===== src/core/ifm_map.vh =====
`ifndef IFM_MAP_VH
`define IFM_MAP_VH
// Register byte offsets
`define IFM_MASK_HIGH_OFF 8'h00
`define IFM_SEL_ONE_OFF 8'h04
`define IFM_CTRL_OFF 8'h08
`define IFM_STATUS_OFF 8'h0C
`define IFM_TERM_SEL_OFF 8'h10
// Reset values
`define IFM_MASK_HIGH_RST 16'h0000
`define IFM_SEL_ONE_RST 6'h0E
`define IFM_TERM_SEL_RST 6'h00
// Function code limits and decoded codes
`define IFM_CODE_MAX 6'h25
`define IFM_CODE_NONE 6'h00
`define IFM_CODE_SERVO_EN 6'h01
`define IFM_CODE_FAULT_RST 6'h02
`define IFM_CODE_FWD_LIMIT 6'h0E
`define IFM_CODE_HALT 6'h22
`define IFM_CODE_CLR_DEV 6'h23
`define IFM_CODE_PULSE_BLK 6'h25
// Mask covers functions 17 to 32
`define IFM_MASK_BASE 6'h11
// Control register fields
`define IFM_CTRL_T1_POL 0
`define IFM_CTRL_T2_POL 1
// Status register fields
`define IFM_STAT_DUP 0
`define IFM_STAT_RUN 1
`define IFM_STAT_REJ 2
// Bus responses
`define IFM_RESP_OKAY 2'h0
`define IFM_RESP_SLVERR 2'h2
`endif


===== src/core/ifm_decode.v =====
`timescale 1ns/10ps
`default_nettype none
// One-hot decode of a function code into the 38 function slots
module ifm_decode #(
	parameter NFUNC = 38
) (
	// Code and qualifier
	input wire [5:0] code,
	input wire act,
	// One-hot result, bit 0 unused (no function)
	output reg [NFUNC-1:0] onehot
);
	integer i;
	// Code 0 maps nowhere; out-of-range codes map nowhere
	always @* begin
		onehot = {NFUNC{1'b0}};
		for (i = 1; i < NFUNC; i = i + 1) begin
			if (code == i[5:0])
				onehot[i] = act;
		end
	end
endmodule // ifm_decode
`default_nettype wire


===== src/core/ifm_mapper.v =====
// Behaviour
// - 16-bit mask forces functions 17..32 at power-up
// - Assigned terminal's logic overrides mask bit
// - Terminal one selector 0..37, resets to 14
// - Decode none, servo, reset, halt, clear, block
// - Mask stored binary; decimal or hex is presentation
// - Duplicate terminal assignment raises configuration error
//
// The AXI4-Lite slave port and the register addresses were left to the implementer.
`timescale 1ns/10ps
`default_nettype none
`include "ifm_map.vh"
module ifm_mapper #(
	parameter NFUNC = 38
) (
	// Clock, reset, enable
	input wire mclk,
	input wire reset,
	input wire ce,
	// AXI4-Lite write address
	input wire [7:0] s_axi_awaddr,
	input wire s_axi_awvalid,
	output reg s_axi_awready,
	// AXI4-Lite write data
	input wire [31:0] s_axi_wdata,
	input wire [3:0] s_axi_wstrb,
	input wire s_axi_wvalid,
	output reg s_axi_wready,
	// AXI4-Lite write response
	output reg [1:0] s_axi_bresp,
	output reg s_axi_bvalid,
	input wire s_axi_bready,
	// AXI4-Lite read address
	input wire [7:0] s_axi_araddr,
	input wire s_axi_arvalid,
	output reg s_axi_arready,
	// AXI4-Lite read data
	output reg [31:0] s_axi_rdata,
	output reg [1:0] s_axi_rresp,
	output reg s_axi_rvalid,
	input wire s_axi_rready,
	// Input terminal pins and drive state
	input wire input_terminal_one,
	input wire input_terminal_two,
	input wire drive_running,
	// Function outputs
	output reg [NFUNC-1:0] func_active,
	output reg servo_enable,
	output reg fault_warning_reset,
	output reg forward_limit_switch,
	output reg emergency_halt,
	output reg clear_position_deviation,
	output reg pulse_input_block,
	output reg duplicate_assignment_error
);
	// Synchronised pins
	wire t1_sync;
	wire t2_sync;
	wire run_sync;
	ifm_sync u_sync_t1 (.mclk(mclk), .reset(reset), .ce(ce), .din(input_terminal_one),
		.dout(t1_sync));
	ifm_sync u_sync_t2 (.mclk(mclk), .reset(reset), .ce(ce), .din(input_terminal_two),
		.dout(t2_sync));
	ifm_sync u_sync_run (.mclk(mclk), .reset(reset), .ce(ce), .din(drive_running),
		.dout(run_sync));

	// Software-visible registers
	// Stored mask stands in for non-volatile storage: given its default once, kept through reset
	reg [15:0] power_on_function_mask_high_r = `IFM_MASK_HIGH_RST;
	reg [15:0] mask_live_r; // Mask latched once after reset release
	reg mask_loaded_r; // Latch done flag
	reg [5:0] terminal_one_function_select_r; // Terminal one code
	reg [5:0] term_two_select_r; // Terminal two code, used for duplicate check
	reg [1:0] ctrl_r; // Terminal polarity (1 = active high)
	reg reject_r; // Sticky: a selection write was refused
	reg reject_nxt;

	// Write channel capture, address and data may arrive in either order
	reg aw_have_r;
	reg w_have_r;
	reg [7:0] aw_addr_r;
	reg [31:0] w_data_r;
	reg [3:0] w_strb_r;
	wire wr_go = aw_have_r & w_have_r & ~s_axi_bvalid;

	// Write decode
	wire wr_mask = wr_go & (aw_addr_r == `IFM_MASK_HIGH_OFF);
	wire wr_sel1 = wr_go & (aw_addr_r == `IFM_SEL_ONE_OFF);
	wire wr_ctrl = wr_go & (aw_addr_r == `IFM_CTRL_OFF);
	wire wr_stat = wr_go & (aw_addr_r == `IFM_STATUS_OFF);
	wire wr_sel2 = wr_go & (aw_addr_r == `IFM_TERM_SEL_OFF);
	wire wr_hit = wr_mask | wr_sel1 | wr_ctrl | wr_stat | wr_sel2;
	// Selection writes refused while running or out of range
	wire sel_ok = ~run_sync & (w_data_r[5:0] <= `IFM_CODE_MAX) & (w_data_r[15:6] == 10'h000)
		& w_strb_r[0];

	// Write address and data handshake
	always @(posedge mclk) begin
		if (reset) begin
			aw_have_r <= 1'b0;
			w_have_r <= 1'b0;
			aw_addr_r <= 8'h00;
			w_data_r <= 32'h00000000;
			w_strb_r <= 4'h0;
			s_axi_awready <= 1'b0;
			s_axi_wready <= 1'b0;
			s_axi_bvalid <= 1'b0;
			s_axi_bresp <= `IFM_RESP_OKAY;
		end else if (ce) begin
			// Ready only while the slot is empty, so one write is held at a time
			s_axi_awready <= ~aw_have_r & ~(s_axi_awvalid & s_axi_awready);
			s_axi_wready <= ~w_have_r & ~(s_axi_wvalid & s_axi_wready);
			if (s_axi_awvalid & s_axi_awready) begin
				aw_have_r <= 1'b1;
				aw_addr_r <= {s_axi_awaddr[7:2], 2'b00};
			end
			if (s_axi_wvalid & s_axi_wready) begin
				w_have_r <= 1'b1;
				w_data_r <= s_axi_wdata;
				w_strb_r <= s_axi_wstrb;
			end
			// Both halves present: commit and respond
			if (wr_go) begin
				aw_have_r <= 1'b0;
				w_have_r <= 1'b0;
				s_axi_bvalid <= 1'b1;
				s_axi_bresp <= wr_hit ? `IFM_RESP_OKAY : `IFM_RESP_SLVERR;
			end else if (s_axi_bvalid & s_axi_bready) begin
				s_axi_bvalid <= 1'b0;
			end
		end
	end

	// Sticky reject flag: a new refusal wins over a clear
	always @* begin
		reject_nxt = reject_r;
		if (wr_stat & w_strb_r[0] & w_data_r[`IFM_STAT_REJ])
			reject_nxt = 1'b0;
		if ((wr_sel1 | wr_sel2) & ~sel_ok)
			reject_nxt = 1'b1;
	end

	// Register file writes
	always @(posedge mclk) begin
		if (reset) begin
			// Mask is left alone so a reset acts as the power cycle that applies it
			terminal_one_function_select_r <= `IFM_SEL_ONE_RST;
			term_two_select_r <= `IFM_TERM_SEL_RST;
			ctrl_r <= 2'b11;
			reject_r <= 1'b0;
		end else if (ce) begin
			reject_r <= reject_nxt;
			// Mask is plain binary; decimal or hex is only how tools show it
			if (wr_mask) begin
				if (w_strb_r[0])
					power_on_function_mask_high_r[7:0] <= w_data_r[7:0];
				if (w_strb_r[1])
					power_on_function_mask_high_r[15:8] <= w_data_r[15:8];
			end
			// Selection accepted only while stopped and in range
			if (wr_sel1 & sel_ok)
				terminal_one_function_select_r <= w_data_r[5:0];
			if (wr_sel2 & sel_ok)
				term_two_select_r <= w_data_r[5:0];
			if (wr_ctrl & w_strb_r[0])
				ctrl_r <= w_data_r[1:0];
		end
	end

	// Mask snapshot: the stored mask is not reset, so the value written
	// before a reset becomes live after it, standing in for a power cycle
	always @(posedge mclk) begin
		if (reset) begin
			mask_loaded_r <= 1'b0;
			mask_live_r <= 16'h0000;
		end else if (ce & ~mask_loaded_r) begin
			mask_loaded_r <= 1'b1;
			mask_live_r <= power_on_function_mask_high_r;
		end
	end

	// Terminal levels after polarity
	wire t1_act = t1_sync ~^ ctrl_r[`IFM_CTRL_T1_POL];
	wire t2_act = t2_sync ~^ ctrl_r[`IFM_CTRL_T2_POL];

	// Decode each terminal onto the function slots
	wire [NFUNC-1:0] t1_hot;
	wire [NFUNC-1:0] t2_hot;
	wire [NFUNC-1:0] t1_own;
	wire [NFUNC-1:0] t2_own;
	ifm_decode #(.NFUNC(NFUNC)) u_dec_t1 (.code(terminal_one_function_select_r), .act(t1_act),
		.onehot(t1_hot));
	ifm_decode #(.NFUNC(NFUNC)) u_dec_t2 (.code(term_two_select_r), .act(t2_act),
		.onehot(t2_hot));
	ifm_decode #(.NFUNC(NFUNC)) u_own_t1 (.code(terminal_one_function_select_r), .act(1'b1),
		.onehot(t1_own));
	ifm_decode #(.NFUNC(NFUNC)) u_own_t2 (.code(term_two_select_r), .act(1'b1),
		.onehot(t2_own));

	// Mask spread onto slots 17..32, forced active when set
	wire [NFUNC-1:0] mask_slots = {{(NFUNC-33){1'b0}}, mask_live_r, 17'h00000};
	wire [NFUNC-1:0] owned = t1_own | t2_own;
	// Owned slots follow their terminal, others follow the mask
	wire [NFUNC-1:0] func_nxt = (t1_hot | t2_hot) | (mask_slots & ~owned);
	// Two terminals on one real function is a configuration error
	wire dup_nxt = (terminal_one_function_select_r == term_two_select_r)
		& (terminal_one_function_select_r != `IFM_CODE_NONE);

	// Registered function outputs
	always @(posedge mclk) begin
		if (reset) begin
			func_active <= {NFUNC{1'b0}};
			servo_enable <= 1'b0;
			fault_warning_reset <= 1'b0;
			forward_limit_switch <= 1'b0;
			emergency_halt <= 1'b0;
			clear_position_deviation <= 1'b0;
			pulse_input_block <= 1'b0;
			duplicate_assignment_error <= 1'b0;
		end else if (ce) begin
			func_active <= func_nxt;
			servo_enable <= func_nxt[`IFM_CODE_SERVO_EN];
			fault_warning_reset <= func_nxt[`IFM_CODE_FAULT_RST];
			forward_limit_switch <= func_nxt[`IFM_CODE_FWD_LIMIT];
			emergency_halt <= func_nxt[`IFM_CODE_HALT];
			clear_position_deviation <= func_nxt[`IFM_CODE_CLR_DEV];
			pulse_input_block <= func_nxt[`IFM_CODE_PULSE_BLK];
			duplicate_assignment_error <= dup_nxt;
		end
	end

	// Read channel: one read at a time, answer one cycle after address
	always @(posedge mclk) begin
		if (reset) begin
			s_axi_arready <= 1'b0;
			s_axi_rvalid <= 1'b0;
			s_axi_rdata <= 32'h00000000;
			s_axi_rresp <= `IFM_RESP_OKAY;
		end else if (ce) begin
			s_axi_arready <= ~s_axi_rvalid & ~(s_axi_arvalid & s_axi_arready);
			if (s_axi_arvalid & s_axi_arready) begin
				s_axi_rvalid <= 1'b1;
				s_axi_rresp <= `IFM_RESP_OKAY;
				case ({s_axi_araddr[7:2], 2'b00})
					`IFM_MASK_HIGH_OFF: s_axi_rdata <= {16'h0000, power_on_function_mask_high_r};
					`IFM_SEL_ONE_OFF: s_axi_rdata <= {26'h0000000, terminal_one_function_select_r};
					`IFM_CTRL_OFF: s_axi_rdata <= {30'h00000000, ctrl_r};
					`IFM_STATUS_OFF: s_axi_rdata <= {29'h00000000, reject_r, run_sync,
						duplicate_assignment_error};
					`IFM_TERM_SEL_OFF: s_axi_rdata <= {26'h0000000, term_two_select_r};
					default: begin
						s_axi_rdata <= 32'h00000000;
						s_axi_rresp <= `IFM_RESP_SLVERR;
					end
				endcase
			end else if (s_axi_rvalid & s_axi_rready) begin
				s_axi_rvalid <= 1'b0;
			end
		end
	end
endmodule // ifm_mapper
`default_nettype wire


===== src/core/ifm_sync.v =====
`timescale 1ns/10ps
`default_nettype none
// Two-stage synchroniser for a pin level
module ifm_sync (
	// Clock and enable
	input wire mclk,
	input wire reset,
	input wire ce,
	// Data
	input wire din,
	output reg dout
);
	reg meta_r; // First stage, read only by dout
	// Shift through two flops
	always @(posedge mclk) begin
		if (reset) begin
			meta_r <= 1'b0;
			dout <= 1'b0;
		end else if (ce) begin
			meta_r <= din;
			dout <= meta_r;
		end
	end
endmodule // ifm_sync
`default_nettype wire


===== config.mk =====
export PLATFORM = sky130hd
export DESIGN_NAME = ifm_mapper
export DESIGN_NICKNAME = d
export VERILOG_FILES = /design/src/core/ifm_decode.v /design/src/core/ifm_mapper.v /design/src/core/ifm_sync.v
export VERILOG_INCLUDE_DIRS = /design/src /design/src/core
export SDC_FILE = /design/constraint.sdc
export NUM_CORES = 1
export LEC_CHECK = 0
export ABC_AREA = 1
export BUFFER_PORTS_ARGS = -buffer_cell sky130_fd_sc_hd__buf_4
export CAP_MARGIN = 20
export CORE_ASPECT_RATIO = 1.2
export CORE_MARGIN = 2
export CORE_UTILIZATION = 54
export DETAILED_ROUTE_END_ITERATION = 16
export GPL_ROUTABILITY_DRIVEN = 1
export PLACE_DENSITY = 0.78
export SLEW_MARGIN = 20
export SYNTH_ARGS = -nofsm -noshare
export SYNTH_HDL_FRONTEND = slang
export SYNTH_SLANG_ARGS = --single-unit

===== constraint.sdc =====
create_clock -name mclk -period 2.7 [get_ports mclk]
set_input_delay 0.27 -clock mclk [delete_from_list [all_inputs] [get_ports mclk]]
set_output_delay 0.27 -clock mclk [all_outputs]
set_load 0.03 [all_outputs]

After elaboration in Yosys (flattened, before gate mapping)

Index checks and enable logic that the tools add are counted.

Register bits after elaboration: 166
Output and inout bits: 86
Bits of input ports: 63

Reductions and logical operators: 24
Muxes and demuxes: 161
Equality and inequality tests: 83
$lt $le $gt $ge: 1
Bitwise logic cells: 49

Operators with widths:

| kind                                                                   | number |
|---|---|
| 6-bit by 5-bit equality test with 1-bit output (second input constant) | 32 |
| 1-bit two-way mux                                                      | 158 |
| 38-bit bitwise OR                                                      | 3 |
| 6-bit by 4-bit equality test with 1-bit output (second input constant) | 16 |
| 16-bit case mux with 5 select lines                                    | 1 |
| 6-bit equality test (second input constant)                            | 12 |
| 6-bit by 3-bit equality test with 1-bit output (second input constant) | 10 |
| 6-bit by 2-bit equality test with 1-bit output (second input constant) | 8 |
| 33-bit by 38-bit bitwise AND with 38-bit output                        | 1 |
| 38-bit inverter                                                        | 1 |
| 1-bit bitwise AND                                                      | 26 |
| 6-bit by 1-bit equality test with 1-bit output (second input constant) | 4 |
| 2-bit AND reduction                                                    | 12 |
| 1-bit inverter                                                         | 11 |
| 10-bit logical NOT                                                     | 1 |
| 2-bit nonzero test                                                     | 5 |
| 8-bit logical NOT                                                      | 1 |
| 4-bit AND reduction                                                    | 2 |
| 6-bit equality test                                                    | 1 |
| 6-bit <= comparator (second input constant)                            | 1 |
| 6-bit logical NOT                                                      | 1 |
| 6-bit nonzero test                                                     | 1 |
| 1-bit bitwise OR                                                       | 5 |
| 5-bit OR reduction                                                     | 1 |
| 2 further kinds                                                        | 4 |

Logic depth before layout (Yosys ltp)

Depth in word-level cells: 8
Depth in mapped cells: 9

Hierarchy

From an unflattened synthesis, not the netlist that was laid out.

Cell total of the unflattened synthesis: 1077
Area, all modules: 7234.4 um2

By module, submodules not included:

| module     | cells an instance | sequential area each (um2) | area each (um2) | times used |
|---|---|---|---|---|
| ifm_mapper | 734               | 2882.8                     | 5769.3          | 1 |
| ifm_decode | 76                | 0.0                        | 305.3           | 4 |
| ifm_sync   | 13                | 40.0                       | 81.3            | 3 |

Worst setup path before layout

Ideal clock, no wire load.

Path kind: reg2reg
Start point: register s_axi_bvalid
End point: register power_on_function_mask_high_r[10] (enable)
Stages on the path, launching flop included: 6
Clock period less this slack: 1.859 ns
Data required time: 2.317 ns
Setup slack: 0.841 ns
Arrival: 1.476 ns
Path through: dfxtp_1 inv_1 nand3_1 nor2_1 nand2_1 nor3_1

Word-level cells in the longest chain between the ends: 4

Ends and longest elaborated chain:

| element                       | RTL line         | RTL |
|---|---|---|
| start: declaration            | ifm_mapper.v:31  | `output reg s_axi_bvalid,` |
| start signal: assignment      | ifm_mapper.v:107 | `s_axi_bvalid <= 1'b0;` |
| start signal: assignment      | ifm_mapper.v:126 | `s_axi_bvalid <= 1'b1;` |
| start signal: assignment      | ifm_mapper.v:129 | `s_axi_bvalid <= 1'b0;` |
| 1-bit inverter                | ifm_mapper.v:84  | `wire wr_go = aw_have_r & w_have_r & ~s_axi_bvalid;` |
| 1-bit bitwise AND             | ifm_mapper.v:84  |  |
| 1-bit bitwise AND             | ifm_mapper.v:87  | `` wire wr_mask = wr_go & (aw_addr_r == `IFM_MASK_HIGH_OFF); `` |
| 4-bit AND reduction (no line) | -                |  |
| end signal: assignment        | ifm_mapper.v:158 | `power_on_function_mask_high_r[15:8] <= w_data_r[15:8];` |
| end: declaration              | ifm_mapper.v:69  | `` reg [15:0] power_on_function_mask_high_r = `IFM_MASK_HIGH_RST; `` |

Every way passes these cells.
A chain may end at the register's enable or synchronous reset.

Worst setup path after layout

Start point: register term_two_select_r[4]
End point: register func_active[16]

Word-level cells in the longest chain between the ends: 6
Elaborated cells on any way between the ends: 8
Those cells by class: eq/ne: 1; mux: 2; bitwise: 5

Ends and longest elaborated chain:

| element                                          | RTL line         | RTL |
|---|---|---|
| start: declaration                               | ifm_mapper.v:73  | `reg [5:0] term_two_select_r;` |
| start signal: assignment                         | ifm_mapper.v:148 | `` term_two_select_r <= `IFM_TERM_SEL_RST; `` |
| start signal: assignment                         | ifm_mapper.v:164 | `term_two_select_r <= w_data_r[5:0];` |
| 6-bit by 5-bit equality test with 1-bit output * | ifm_decode.v:18  | `if (code == i[5:0])` |
| 1-bit two-way mux                                | ifm_decode.v:18  |  |
| 38-bit bitwise OR                                | ifm_mapper.v:202 | `wire [NFUNC-1:0] owned = t1_own \| t2_own;` |
| 38-bit inverter                                  | ifm_mapper.v:204 | `wire [NFUNC-1:0] func_nxt = (t1_hot \| t2_hot) \| (mask_slots & ~owned);` |
| 33-bit by 38-bit bitwise AND with 38-bit output  | ifm_mapper.v:204 |  |
| 38-bit bitwise OR *                              | ifm_mapper.v:204 |  |
| end signal: assignment                           | ifm_mapper.v:212 | `func_active <= {NFUNC{1'b0}};` |
| end signal: assignment                           | ifm_mapper.v:221 | `func_active <= func_nxt;` |
| end: declaration                                 | ifm_mapper.v:47  | `output reg [NFUNC-1:0] func_active,` |

Mark *: on every way between the ends. The rest lies on a longest branch, timed or not.

==> summary.txt <==
Outcome
  • Status: finished clean

Logic synthesis
  • Simple-gate share of the synthesized area: 0.2479
  • Cell variety after synth: 31
  • Largest family of logic cells by synthesized area: simple AND/OR/NAND/NOR gates
  • Post-Synthesis Cells: 900
  • Post-Syn Area: between 6000 and 7000 sq um
  • Mux cell area share after synthesis: 0
  • Adder-cell share of the synthesized area: 0
  • Synth Area in Compound Gates: 0.1791
  • Synth Register Bits: around 140
  • Synth Flop Type: dfxtp_1
  • Post-Synth XOR/XNOR Area: 0.01032
  • Number of synthesized flops with an enable pin: 16
  • Register area share after synthesis: 0.4557
  • Syn_area_per_cell: 7.272 sq um
  • Ys async rst share: 0
  • Yosys warns: 0

Timing
  • Fin. max-slew vios: 0
  • Worst Max-Slew Pin Slew: around 720 ps
  • RSZ-0062 raised after global routing: false
  • Setup Viol. Count Final: 0
  • Rel. slew slack: 0.5208
  • F_max: between 500 and 600 MHz
  • Clock Skew: about 7 ps
  • Ratio of final minimum period to clock period: 0.6430
  • Fin worst setup slack: a little under 1000 ps
  • Min cycle time layout: around 1700 ps
  • Hold Violations, Final: 0
  • Final setup TNS: 0 ps

Floorplan
  • IO Count: 149
  • Die ar.: around 13000 sq um
  • CORE AREA: between 10000 and 15000 sq um
  • Die height: 124.6 um
  • Die Wd: 104.5 um
  • Num rows: 44
  • Initial core utilization: 0.5479

Global routing
  • Initial antenna violation count: 0
  • Vias in the first global route: slightly below 6k
  • GRT Overall Usage: 0.2706
  • Largest net degree at the start of global routing: 66
  • Gr ovfl total: 0
  • First-pass GRT wire length: roughly 28000 um

Finish
  • P&R area growth vs syn: 20.19%
  • Ant diodes: 0
  • Non-filler instance count after layout: 1161
  • Cell area after layout: approximately 7900 sq um
  • Layout Nets: about 1.1k
  • Ratio of cells with drive above 1 in the final layout: 0.1660

Clock network
  • Post-CTS Setup Bufs: 0
  • Worst-path clk slew: around 60 ps
  • Worst-Skew Late Latency: 420 ps
  • Clock Tree Root: clkbuf_16
  • Clock buffer count from CTS: 17
  • CTS Buffer Depth: 2
  • CTS Sinks: roughly 140
  • H-tree depth: 4
  • CTS tree: done
  • Post-CTS Hold Fix Bufs: 0
  • PostCTS Resize Cnt: 0

Power
  • Tot Pwr: between 4000 and 5000 uW
  • Leakage: approximately 0.0033 uW
  • P per Cell Area: roughly 630 nW/um^2
  • Peak supply drop: between 0.3 and 0.4 mV

Critical path
  • Required @ worst endpoint: ~3100 ps
  • Critical path endpoint category: flop
  • Crit-path cells: inv_2 -> nor2_8 -> inv_2 -> nor2_4 -> nand2_1 -> o21ai_0 -> o21ai_0 -> inv_1
  • CP Launch Point: term_two_select_r[4]
  • R2r startpoint: term_two_select_r[4]
  • Slowest library cell on the worst path: dfxtp_1
  • Crit-path max cell delay: between 400 and 500 ps
  • Crit-path max FO: 16
  • WS Path Type: reg2reg
  • Setup crit start kind: flop
  • Arr. time, crit path: about 2100 ps
  • Flop2flop setup slack: about 960 ps

Hold path
  • HP Start: input_terminal_one
  • Hold WC Path Type: in2reg

Placement
  • Placed cell count: roughly 1.1k
  • DP Worst Slack: a little under 900 ps
  • Gpl congestion: approximately 0.95
  • Port-buffer cells: between 100 and 150
  • Hpwl dp: 12110 um
  • Post-DP Area: around 7300 sq um

Routing
  • Detailed-router iteration count before antenna repair: 5
  • Wire length on met1: around 7000 um
  • Vias/cell: roughly 5.4
  • Total number of vias: ~6.2k
  • Drt first-iter violations: about 550
  • Antenna Violating Nets Remaining: 0
  • Routed wl met3: between 1000 and 1500 um
  • Highest metal used: met4
  • DRC violations left: 0
  • Routed len/inst: between 10 and 15 um
  • DR WL met2: between 8000 and 9000 um
  • Detailed Route WL: around 17000 um

Job
  • Max-cap viol count: 0
[critical path, delay by kind of cell, from the launching register on]
kind            cells  cell delay (ps)
simple gates        3              720
flops               1              430
buf+inv             3              280
compound gates      2              250
[layout make-up]
| class | instances | area [sq um] |
|---|---|---|
| Tap cell | 161 | 201.4 |
| Sequential cell | 141 | 2983 |
| Multi-Input combinational cell | 626 | 2934 |
| Clock inverter | 9 | 95.09 |
| Fill cell | 1055 | 4080 |
| Clock buffer | 23 | 447.9 |
| Timing Repair Buffer | 120 | 900.9 |
| Inverter | 81 | 304.0 |
[cells in the final DEF, fill, tap and decap left out, types with 7 or more instances in the layout]
master | netlist | final
inv_2 | 6 | 7
a21oi_1 | 82 | 82
o21ai_0 | 101 | 101
a21o_1 | 11 | 11
inv_1 | 75 | 74
dfxtp_1 | 125 | 125
nand2_1 | 165 | 165
nor2_1 | 129 | 129
nor2_2 | 7 | 7
conb_1 | 1 | 19
nand3_1 | 51 | 51
buf_4 | 28 | 120
edfxtp_1 | 16 | 16
nand4_1 | 20 | 20
o211ai_1 | 8 | 8
a31oi_1 | 16 | 16
clkbuf_16 | 0 | 17
[metrics by stage]
step                  util  hold WS, ps
floorplan                -        404.9
detailed placement  0.6130        413.3
CTS                 0.6585        67.60
global route        0.6585        73.80
finish              0.6585        72.83
global placement    0.6130        411.7
[metal layers]
layer	vias to the layer above	track usage
met3	46	0.05547
met4	0	0.1224
met1	2837	0.3269
met2	274	0.4621
li1	3092	-
met5	-	0
[registers in the layout, summed over array words and instances, names as in the netlist, 6 cells and up]
signal / flops
w_data_r: 16
term_two_select_r: 6
s_axi_rdata: 16
terminal_one_function_select_r: 6
func_active: 36
aw_addr_r: 6
mask_live_r: 16
power_on_function_mask_high_r: 16
[cells in the mapped netlist, types with 11 or more instances]
master / instances / area [sq um]
nand2_1: 165 / 619.3
o21ai_0: 101 / 505.5
buf_4: 28 / 210.2
clkbuf_1: 26 / 97.59
buf_2: 12 / 60.06
a31oi_1: 16 / 100.1
dfxtp_1: 125 / 2502
nor2_1: 129 / 484.2
nand4_1: 20 / 125.1
a21oi_1: 82 / 410.4
a21o_1: 11 / 82.58
edfxtp_1: 16 / 480.5
nand3_1: 51 / 255.2
inv_1: 75 / 281.5
[report_power, final]
group	leakage, uW	switching (uW)	internal (uW)
clock	0.000264	845	1340
combinational	0.00189	353	185
sequential	0.00117	54.6	2210
total	0.00333	1250	3730
[final timing paths]
| path | cells after the start | to |
|---|---|---|
| setup / recovery | 8 | func_active[16] |
| hold / removal | 3 | u_sync_t1.meta_r |
| setup reg to reg | 8 | func_active[16] |
| hold reg to reg | 0 | power_on_function_mask_high_r[13] |
[cell families (layout without fill, tap and decap cells)]
| logic type | count (synthesis) | count (layout) |
|---|---|---|
| compound gates | 220 | 220 |
| xor+xnor | 6 | 6 |
| buf+inv | 151 | 233 |
| flops | 141 | 141 |
| other cells | 1 | 19 |
| simple gates | 381 | 381 |
Note: power is estimated with default switching activity, not from simulation.
